==> config.mk <==
export PLATFORM = sky130hd
export DESIGN_NAME = scpc_regs
export DESIGN_NICKNAME = d
export VERILOG_FILES = /design/src/scpc_pkg.sv /design/src/scpc_regs.sv
export SDC_FILE = /design/constraint.sdc
export NUM_CORES = 1
export LEC_CHECK = 0
export BUFFER_PORTS_ARGS = -buffer_cell sky130_fd_sc_hd__buf_2
export CAP_MARGIN = 20
export CORE_UTILIZATION = 59
export DETAILED_ROUTE_END_ITERATION = 7
export GPL_TIMING_DRIVEN = 0
export HOLD_SLACK_MARGIN = 0.02
export PLACE_DENSITY = 0.81
export SLEW_MARGIN = 0
export SYNTH_ARGS = -nofsm -noshare
export SYNTH_HDL_FRONTEND = slang
export SYNTH_SLANG_ARGS = --single-unit
==> constraint.sdc <==
create_clock -name ref_clk -period 5.9 [get_ports ref_clk]
set_clock_uncertainty 0.05 [all_clocks]
set_input_delay 0.885 -clock ref_clk [delete_from_list [all_inputs] [get_ports ref_clk]]
set_output_delay 0.885 -clock ref_clk [all_outputs]
set_load 0.02 [all_outputs]
==> src/scpc_pkg.sv <==
// Purpose: constants for the sequence mask and shared pin config registers
// Assumes: byte-wide register addressing over the serial register port
// Notes: offsets are printed register addresses
package scpc_pkg;
  localparam logic [14:0] scpc_seq_mask_lo_addr = 15'h0024;
  localparam logic [14:0] scpc_seq_mask_hi_addr = 15'h0025;
  localparam logic [14:0] scpc_sequencer_control_addr = 15'h0022;
  localparam logic [14:0] scpc_io_enable_addr = 15'h0026;
  localparam logic [14:0] scpc_func_sel_addr = 15'h0027;
  localparam logic [14:0] scpc_pin_state_addr = 15'h0028;
  localparam logic [15:0] scpc_seq_mask_reset = 16'h0001;
  localparam logic [7:0] scpc_sequencer_control_reset = 8'h80;
  localparam logic [7:0] scpc_io_enable_reset = 8'h00;
  localparam logic [7:0] scpc_func_sel_reset = 8'h00;
  localparam logic [3:0] scpc_pin_level_reset = 4'h0;
  localparam int scpc_seq_en_bit = 7;
  localparam int scpc_in_en_bit = 4;
  localparam int scpc_out_en_bit = 0;
  localparam int scpc_mirror_bit = 7;
  localparam int scpc_busy_en_bit = 1;
  localparam int scpc_alert_en_bit = 0;
  localparam logic [7:0] scpc_io_enable_wmask = 8'hff;
  localparam logic [7:0] scpc_func_sel_wmask = 8'hbf;
  localparam logic [1:0] scpc_lane_dual = 2'b10;
  typedef enum logic [2:0] {
    scpc_pin_idle, scpc_pin_alert, scpc_pin_busy, scpc_pin_out, scpc_pin_in
  } scpc_pin_type;
endpackage

==> src/scpc_regs.sv <==
// Purpose: sequence mask and shared pin configuration registers
// Assumes: one register access per cycle from the serial interface decoder
// Notes: pin owner decided by a fixed priority each cycle
// How it works
// - mask bit n puts input n in the sequence while the sequencer runs.
// - the channel mask at 0x024 resets to 0x0001.
// - io enable bit 4 makes the shared pin an input if nothing higher.
// - io enable bit 0 makes the shared pin an output if nothing higher.
// - function bit 7 mirrors the threshold alert into the status bit.
// - output mode field [3:2] selects dual lanes only for binary 10.
// - function bit 1 puts busy on the pin if nothing higher is on.
// - function bit 0 puts alert on the pin if nothing higher is on.
// - the io enable register at 0x026 resets to 0x00.
// - the function register at 0x027 resets to 0x00.
// - the mask counts only while sequencer control bit 7 is set.
// - as output the pin follows bit 0 of the output level field.
// - as input the sampled pin shows in the low input level bit.
`timescale 1ns/1ps
module scpc_regs
  import scpc_pkg::*;
(
  input wire logic ref_clk,
  input wire logic sys_rst,
  input wire logic reg_wr,
  input wire logic reg_rd,
  input wire logic [14:0] reg_addr,
  input wire logic [7:0] reg_wdata,
  output logic [7:0] reg_rdata,
  input wire logic conversion_busy,
  input wire logic threshold_alert_indicator,
  input wire logic shared_multifunction_pin_in,
  output logic shared_multifunction_pin_out,
  output logic shared_multifunction_pin_oe,
  output logic [15:0] active_channel_mask,
  output logic standard_sequencer_enable,
  output logic serial_output_dual,
  output logic overvoltage_or_alert_status
);
  logic [15:0] standard_sequence_channel_mask;
  logic [7:0] sequencer_control;
  logic [7:0] shared_pin_io_enable;
  logic [7:0] shared_pin_function_select;
  logic [3:0] pin_output_level_field;
  logic pin_in_q;
  logic [7:0] next_rdata;
  logic next_pin_out;
  logic next_pin_oe;
  scpc_pin_type pin_owner;

  function automatic logic hit(input logic [14:0] a, input logic [14:0] r);
    return a == r;
  endfunction

  wire wr_mask_lo = reg_wr && hit(reg_addr, scpc_seq_mask_lo_addr);
  wire wr_mask_hi = reg_wr && hit(reg_addr, scpc_seq_mask_hi_addr);
  wire wr_ctrl = reg_wr && hit(reg_addr, scpc_sequencer_control_addr);
  wire wr_io = reg_wr && hit(reg_addr, scpc_io_enable_addr);
  wire wr_func = reg_wr && hit(reg_addr, scpc_func_sel_addr);
  wire wr_state = reg_wr && hit(reg_addr, scpc_pin_state_addr);

  wire seq_on = sequencer_control[scpc_seq_en_bit];
  wire alert_on = shared_pin_function_select[scpc_alert_en_bit];
  wire busy_on = shared_pin_function_select[scpc_busy_en_bit];
  wire out_on = shared_pin_io_enable[scpc_out_en_bit];
  wire in_on = shared_pin_io_enable[scpc_in_en_bit];
  wire [1:0] lane_field = shared_pin_function_select[3:2];

  // fixed priority resolves overlapping enables
  assign pin_owner = alert_on ? scpc_pin_alert :
                     busy_on ? scpc_pin_busy :
                     out_on ? scpc_pin_out :
                     in_on ? scpc_pin_in :
                     scpc_pin_idle;

  always_comb begin
    next_pin_out = 1'b0;
    next_pin_oe = 1'b0;
    case (pin_owner)
      scpc_pin_alert: begin
        next_pin_out = threshold_alert_indicator;
        next_pin_oe = 1'b1;
      end
      scpc_pin_busy: begin
        next_pin_out = conversion_busy;
        next_pin_oe = 1'b1;
      end
      scpc_pin_out: begin
        next_pin_out = pin_output_level_field[0];
        next_pin_oe = 1'b1;
      end
      scpc_pin_in: begin
        next_pin_oe = 1'b0;
      end
      default: begin
        next_pin_oe = 1'b0;
      end
    endcase
  end

  // input level reads zero unless the pin is really an input
  wire in_level = (pin_owner == scpc_pin_in) & pin_in_q;

  always_comb begin
    next_rdata = 8'h00;
    if (hit(reg_addr, scpc_seq_mask_lo_addr)) begin
      next_rdata = standard_sequence_channel_mask[7:0];
    end else if (hit(reg_addr, scpc_seq_mask_hi_addr)) begin
      next_rdata = standard_sequence_channel_mask[15:8];
    end else if (hit(reg_addr, scpc_sequencer_control_addr)) begin
      next_rdata = sequencer_control;
    end else if (hit(reg_addr, scpc_io_enable_addr)) begin
      next_rdata = shared_pin_io_enable;
    end else if (hit(reg_addr, scpc_func_sel_addr)) begin
      next_rdata = shared_pin_function_select;
    end else if (hit(reg_addr, scpc_pin_state_addr)) begin
      next_rdata = {3'h0, in_level, pin_output_level_field};
    end
  end

  // read-only bits are cleared on the way in so they always read zero
  wire [7:0] io_wdata = reg_wdata & scpc_io_enable_wmask;
  wire [7:0] func_wdata = reg_wdata & scpc_func_sel_wmask;
  wire [15:0] next_active_mask = seq_on ?
    standard_sequence_channel_mask : 16'h0000;
  wire next_lane_dual = (lane_field == scpc_lane_dual);
  // with mirroring off the status bit must not follow the alert
  wire next_status = shared_pin_function_select[scpc_mirror_bit] &
    threshold_alert_indicator;

  // the two mask bytes sit at separate addresses, written independently
  always_ff @(posedge ref_clk or posedge sys_rst) begin
    if (sys_rst) begin
      standard_sequence_channel_mask <= scpc_seq_mask_reset;
    end else begin
      if (wr_mask_lo) begin
        standard_sequence_channel_mask[7:0] <= reg_wdata;
      end
      if (wr_mask_hi) begin
        standard_sequence_channel_mask[15:8] <= reg_wdata;
      end
    end
  end

  // only bit 7 acts here; the slot count is kept for the sequencer engine
  always_ff @(posedge ref_clk or posedge sys_rst) begin
    if (sys_rst) begin
      sequencer_control <= scpc_sequencer_control_reset;
    end else if (wr_ctrl) begin
      sequencer_control <= reg_wdata;
    end
  end

  // reserved bits are stored but never decoded
  always_ff @(posedge ref_clk or posedge sys_rst) begin
    if (sys_rst) begin
      shared_pin_io_enable <= scpc_io_enable_reset;
    end else if (wr_io) begin
      shared_pin_io_enable <= io_wdata;
    end
  end

  always_ff @(posedge ref_clk or posedge sys_rst) begin
    if (sys_rst) begin
      shared_pin_function_select <= scpc_func_sel_reset;
    end else if (wr_func) begin
      shared_pin_function_select <= func_wdata;
    end
  end

  // the upper nibble of the pin state address is the read-only input field
  always_ff @(posedge ref_clk or posedge sys_rst) begin
    if (sys_rst) begin
      pin_output_level_field <= scpc_pin_level_reset;
    end else if (wr_state) begin
      pin_output_level_field <= reg_wdata[3:0];
    end
  end

  // read data holds until the next read strobe
  always_ff @(posedge ref_clk or posedge sys_rst) begin
    if (sys_rst) begin
      reg_rdata <= 8'h00;
    end else if (reg_rd) begin
      reg_rdata <= next_rdata;
    end
  end

  // one sample flop: the pin reaches a read two cycles after it moves
  always_ff @(posedge ref_clk or posedge sys_rst) begin
    if (sys_rst) begin
      pin_in_q <= 1'b0;
    end else begin
      pin_in_q <= shared_multifunction_pin_in;
    end
  end

  // registered drive adds a cycle of lag but keeps the pin glitch free
  always_ff @(posedge ref_clk or posedge sys_rst) begin
    if (sys_rst) begin
      shared_multifunction_pin_out <= 1'b0;
      shared_multifunction_pin_oe <= 1'b0;
    end else begin
      shared_multifunction_pin_out <= next_pin_out;
      shared_multifunction_pin_oe <= next_pin_oe;
    end
  end

  always_ff @(posedge ref_clk or posedge sys_rst) begin
    if (sys_rst) begin
      active_channel_mask <= 16'h0000;
      standard_sequencer_enable <= 1'b0;
    end else begin
      active_channel_mask <= next_active_mask;
      standard_sequencer_enable <= seq_on;
    end
  end

  always_ff @(posedge ref_clk or posedge sys_rst) begin
    if (sys_rst) begin
      serial_output_dual <= 1'b0;
      overvoltage_or_alert_status <= 1'b0;
    end else begin
      serial_output_dual <= next_lane_dual;
      overvoltage_or_alert_status <= next_status;
    end
  end
endmodule

==> results of run 1 <==
-- flip-flops by register name, indices dropped and copies added, names as in the netlist --
signal and count:
pin_in_q 1, sequencer_control 8, reg_rdata 8, overvoltage_or_alert_status 1
standard_sequence_channel_mask 16, active_channel_mask 16, shared_multifunction_pin_out 1, standard_sequencer_enable 1
shared_multifunction_pin_oe 1, serial_output_dual 1, pin_output_level_field 4, shared_pin_function_select 7
shared_pin_io_enable 8
-- logic make-up (layout without fill, tap and decap cells) --
kind of cell,Yosys count,count (layout),synth area share
flops,73,73,0.5747
simple gates,76,76,0.1384
buf+inv,16,87,0.02633
mux,49,49,0.1792
compound gates,38,38,0.08137
-- cells in the final DEF (no fill, tap or decap), types with 2 or more instances in the layout --
cell type	netlist	layout
nand2_1	13	13
dfstp_2	2	2
a22oi_1	3	3
inv_1	5	4
clkbuf_1	4	5
buf_2	1	57
nand3_1	5	5
and3_1	3	3
mux2_2	35	35
nor2_1	12	12
and2_1	17	17
dfrtp_1	71	71
nor2b_1	5	5
clkinv_2	0	2
a21oi_1	7	7
nor3_1	5	5
nor4_1	2	2
mux2i_1	6	6
nor4b_1	3	3
o221ai_1	4	4
o22ai_1	2	2
o211ai_1	2	2
mux2_4	7	7
a31oi_1	2	2
or3_1	3	3
nand2b_1	2	2
o21ai_0	8	8
nor2_4	3	3
clkbuf_8	1	12
-- worst max-delay path, cell delays in order --
cell      delay, ps
buf_2           110
nor4b_1         250
and3_1          190
clkbuf_2        200
nand2_1         220
nor2_4          340
mux2_2          380
-- stage by stage --
stage / instances / instance area (um2) / utilization / setup slack (ps)
floorplan: 252 / 3183 / - / 3115
global placement: 378 / 3551 / 0.6908 / 2387
detailed placement: 378 / 3553 / 0.6913 / 3131
CTS: 393 / 3749 / 0.7293 / 3498
global route: 393 / 3749 / 0.7293 / 3404
finish: 393 / 3749 / 0.7293 / 3498
-- worst max path at each step --
stage                              endpoint  slack (ps)  cells after the start
finish                 sequencer_control[4]        3500                      7
global route           sequencer_control[5]        3400                      7
CTS                    sequencer_control[4]        3500                      7
detailed placement     sequencer_control[4]        3130                      7
global placement    shared_pin_io_enable[6]        2390                      2
floorplan            active_channel_mask[0]        3120                      1
-- cell type report --
| class | count | area (um2) | share of cell area |
|---|---|---|---|
| Buffer | 10 | 61.31 | 0.01636 |
| Clock buffer | 12 | 155.1 | 0.04139 |
| Clock inverter | 3 | 40.04 | 0.01068 |
| Inverter | 6 | 25.02 | 0.006676 |
| Multi-Input combinational cell | 163 | 1270 | 0.3388 |
| Sequential cell | 73 | 1829 | 0.4880 |
| Tap cell | 70 | 87.58 | 0.02336 |
| Timing Repair Buffer | 56 | 280.3 | 0.07477 |
-- power by group --
group          switching, mW  internal, mW  leakage [nW]
Clock                  0.171         0.215         0.102
Sequential          0.000803         0.502          1.01
Combinational         0.0352        0.0157         0.822
-- metal layers --
metal | vias to the layer above | GRT usage | share of wire
met5 | - | 0 | 0
met2 | 81 | 0.3750 | 0.47
li1 | 1034 | - | -
met1 | 1057 | 0.3691 | 0.45
met3 | 15 | 0.08466 | 0.056
met4 | 0 | 0.08230 | 0.022
==> impl_metrics.json, run 1 <==
{
  "min_delay_path_depth": 1,
  "tritoncts": "yes",
  "hold_viol_final": 0,
  "antenna_found_initial": 0,
  "diodes": 0,
  "grt_pass1_wl_um": 10310,
  "clk_pin_slew_ps": 70,
  "max-clock-path-buffers": 2,
  "p_per_area_nw_per_um2": 250.5,
  "syn_to_final_growth_pct": 17.77,
  "num_rows": 26,
  "synthTopCellsByArea": "dfrtp_1 (56%), mux2_2 (12%), and2_1 (3.3%)",
  "syn-num-nets": 282,
  "clock_sinks": 73,
  "portBuffers": 56,
  "hold_start": "shared_pin_function_select[2]",
  "fillers": 392,
  "relSlewSlack": 0.4290,
  "end_kind": "flip-flop",
  "synth-async-reset-ratio": 1.000,
  "antenna_left": 0,
  "power_mw": 0.9391,
  "vias_per_cell": 5.565,
  "die_w_um": 75.45,
  "yosys-top-cells-count": "dfrtp_1 (71), mux2_2 (35), and2_1 (17)",
  "min_to": "serial_output_dual",
  "first_global_vias": 1988,
  "ios": 59,
  "grt_max_degree": 74,
  "yosysWarnings": 0,
  "period_needed_ps": 2402,
  "max-vdd-ir-drop_v": 0.0001696,
  "critPathMaxFanout": 8,
  "worstMarginPinSlew_ps": 856.6,
  "critPathRequiredTime_ps": 6070,
  "reg2reg_setup_slack_ps": 4380,
  "vias": 2187,
  "synth_ff_type": "dfrtp_1",
  "ys_types": 47,
  "startpoint": "reg_addr[12]",
  "outcome": "finished clean",
  "ys_ff_latch": 73,
  "track_usage": 0.2577,
  "wl_um": 6534,
  "rsz0062_at_grt": "no",
  "cts_resized": 0,
  "slew_violations": 0,
  "synth_edf_count": 0,
  "path_class": "in -> reg",
  "htreeDepth": 3,
  "p_leak_nw": 1.932,
  "syn_area_per_cell_um2": 12.63,
  "netlist.area_leader.share": 0.5582,
  "yosys.area.top_type": "dfrtp_1",
  "syn_area_um2": 3183,
  "fin_nets": 349,
  "r2r_cells": 5,
  "maxCapViolations": 0,
  "post-route-period-util": 0.4072,
  "start_util": 0.6193,
  "post_cts_buffers": 0,
  "insertion_delay_ps": 340,
  "r2r-end": "reg_rdata[4]",
  "max_freq_mhz": 416.3,
  "r2r_start": "shared_pin_function_select[1]",
  "fin_tns_setup_ps": 0,
  "whs_ps": 430.3,
  "die_h_um": 75.45,
  "fp.coreArea_um2": 5140,
  "drive_gt1_frac": 0.3932,
  "drc": 0,
  "yosysMostFrequentCell": "dfrtp_1",
  "routedWlPerCell_um": 16.63,
  "ctsRootBufferMaster": "clkbuf_8",
  "worstHoldPathType": "reg -> reg",
  "grt_overflow": 0,
  "routabilityCongestion": 0.8978,
  "dp_hpwl_um": 4563,
  "drt-pass1-iter-count": 4,
  "die-area_um2": 5693,
  "first_iter_violations": 216,
  "crit_path_start_kind": "primary input",
  "synth_cells": 252,
  "ys_seq_area_frac": 0.5747,
  "setup-violations-final": 0,
  "postCtsHoldBufs": 0,
  "worstPathArrival_ps": 2570,
  "numCtsBuffers": 9
}
Note: power is estimated with default switching activity, not from simulation.
==> run 2, diff against run 1 <==
- ABC_AREA: unset -> 1
- CORE_UTILIZATION: 59 -> 55
- PLACE_DENSITY: 0.81 -> 0.76
- clock period: 5.9 -> 2.4 ns (I/O delays scaled with it)
==> run 2 against run 1 <==
Cell area up 3.8%. Global-route usage is 1.7 points lower. Clock power up 140%. Synthesized area rose by 4.5%. Critical path type is now reg -> reg. Critical endpoint is now active_channel_mask[4].
==> impl_metrics.json, run 2 <==
{
  "outcome": "finished clean",
  "path_class": "reg -> reg",
  "postCtsHoldBufs": 0,
  "portBuffers": 57,
  "max_freq_mhz": 649.9,
  "syn_area_per_cell_um2": 9.111,
  "placed_cells": 494,
  "post_cts_buffers": 0,
  "synth-async-reset-ratio": 1.000,
  "htreeDepth": 3,
  "setup-violations-final": 0,
  "drt-pass1-iter-count": 5,
  "post-route-util": 0.6858,
  "slew_violations": 0,
  "cts_resized": 0,
  "die_w_um": 79.76,
  "max-clock-path-buffers": 2,
  "fillers": 456,
  "hold_viol_final": 0,
  "drive_gt1_frac": 0.3174,
  "clock_sinks": 73,
  "cpPeakStageDelay_ps": 530,
  "wl_um": 6743,
  "grt_pass1_wl_um": 11410,
  "synth_ff_type": "dfrtp_1",
  "path_cells": "clkbuf_1 > clkbuf_1 > nand2_1 > inv_1",
  "critPathMaxFanout": 10,
  "rsz0062_at_grt": "no",
  "maxCapViolations": 0,
  "insertion_delay_ps": 350,
  "grt_overflow": 0,
  "track_usage": 0.2409,
  "num_rows": 27,
  "power_mw": 2.234,
  "grt_max_degree": 74,
  "yosys.area.top_type": "dfrtp_1",
  "yosys-top-cells-count": "nand2_1 (120), dfrtp_1 (71), inv_1 (41)",
  "diodes": 0,
  "critPathRequiredTime_ps": 2640,
  "synth_cells": 365,
  "ctsRootBufferMaster": "clkbuf_8",
  "die-area_um2": 6362,
  "vias_per_cell": 5.063,
  "synthTopCellsByArea": "dfrtp_1 (53%), nand2_1 (14%), o21ai_2 (9.2%)",
  "end_kind": "flip-flop",
  "ys_types": 23,
  "yosysWarnings": 0,
  "fin_nets": 463,
  "die_h_um": 79.76,
  "period_needed_ps": 1539,
  "p_per_area_nw_per_um2": 573.9,
  "max-vdd-ir-drop_v": 0.0005817,
  "post-route-period-util": 0.6411,
  "netlist.area_leader.share": 0.5342,
  "numCtsBuffers": 9,
  "worstPathArrival_ps": 1780,
  "yosysMostFrequentCell": "nand2_1",
  "syn-num-nets": 395,
  "clk_pin_slew_ps": 90,
  "p_leak_nw": 2.187,
  "layout_common_cells": "nand2_1 (120), dfrtp_1 (71), buf_2 (57), inv_1 (40), o21ai_2 (35)",
  "synth_edf_count": 0,
  "largestRegisters": "active_channel_mask (16), standard_sequence_channel_mask (16)",
  "antenna_left": 0,
  "final_common_cell": "nand2_1",
  "antenna_found_initial": 0,
  "fp.coreArea_um2": 5675,
  "worstMarginPinSlew_ps": 883.7,
  "worstHoldPathType": "in -> reg",
  "ys_ff_latch": 73,
  "start_util": 0.5860,
  "cp_common_cell": "clkbuf_1",
  "fin_tns_setup_ps": 0,
  "syn_area_um2": 3326,
  "syn_to_final_growth_pct": 17.04,
  "ys_seq_area_frac": 0.5500,
  "dp_hpwl_um": 4730,
  "relSlewSlack": 0.4109,
  "cpMaxStageDelayCell": "dfstp_2",
  "drc": 0,
  "first_global_vias": 2478,
  "final_cells": 510,
  "first_iter_violations": 226,
  "routabilityCongestion": 0.7917,
  "routedWlPerCell_um": 13.22,
  "vias": 2582,
  "ios": 59,
  "tritoncts": "yes",
  "crit_path_start_kind": "flip-flop",
  "whs_ps": 70.83
}
run 2: stage by stage:
stage,area [um2],worst slack [ps]
after floorplan,3326,140.0
after global placement,3701,-659.3
after detailed placement,3704,672.8
after CTS,3892,868.8
after global routing,3892,759.5
final,3892,861.4
run 2: path summary, 6_finish.rpt:
| kind | end | slack (ps) | depth (start not counted) | start |
|---|---|---|---|---|
| hold reg to reg | standard_sequencer_enable | 350 | 0 | sequencer_control[7] |
| max in group asynchronous | active_channel_mask[4] | 1580 | 2 | sys_rst |
| setup reg to reg | active_channel_mask[4] | 860 | 4 | sequencer_control[7] |
| min in group asynchronous | overvoltage_or_alert_status | 120 | 2 | sys_rst |
| hold / removal | pin_in_q | 70 | 1 | shared_multifunction_pin_in |
| setup / recovery | active_channel_mask[4] | 860 | 4 | sequencer_control[7] |
run 2: area by class of cell:
class / count / area [um2] / area share
Buffer: 13 / 112.6 / 0.02893
Clock buffer: 11 / 151.4 / 0.03889
Clock inverter: 5 / 37.54 / 0.009643
Inverter: 43 / 165.2 / 0.04243
Multi-Input combinational cell: 236 / 1221 / 0.3137
Sequential cell: 73 / 1829 / 0.4699
Tap cell: 72 / 90.09 / 0.02314
Timing Repair Buffer: 57 / 285.3 / 0.07329
run 2: layer usage:
metal | share of wire | track usage | routed length, um
met1 | 0.43 | 0.3138 | 2931
met2 | 0.48 | 0.3803 | 3241
met3 | 0.061 | 0.04000 | 411
met4 | 0.024 | 0.1393 | 159
met5 | 0 | 0 | 0
run 2: where the power goes:
part	total (mW)	internal [mW]	switching (mW)
Sequential	1.23	1.23	0.000719
Clock	0.909	0.435	0.474
Combinational	0.0935	0.0243	0.0692
run 2: kinds of logic after synthesis:
family          count (synthesis)  share of synthesized area
compound gates                 48                     0.1117
flops                          73                     0.5500
simple gates                  188                     0.2555
buf+inv                        56                    0.08277
run 2: critical path, delay by kind of cell (launching register included):
family,cells,cell delay (ps)
flip-flops,1,530
buffers and inverters,3,770
AND/OR/NAND/NOR,1,130
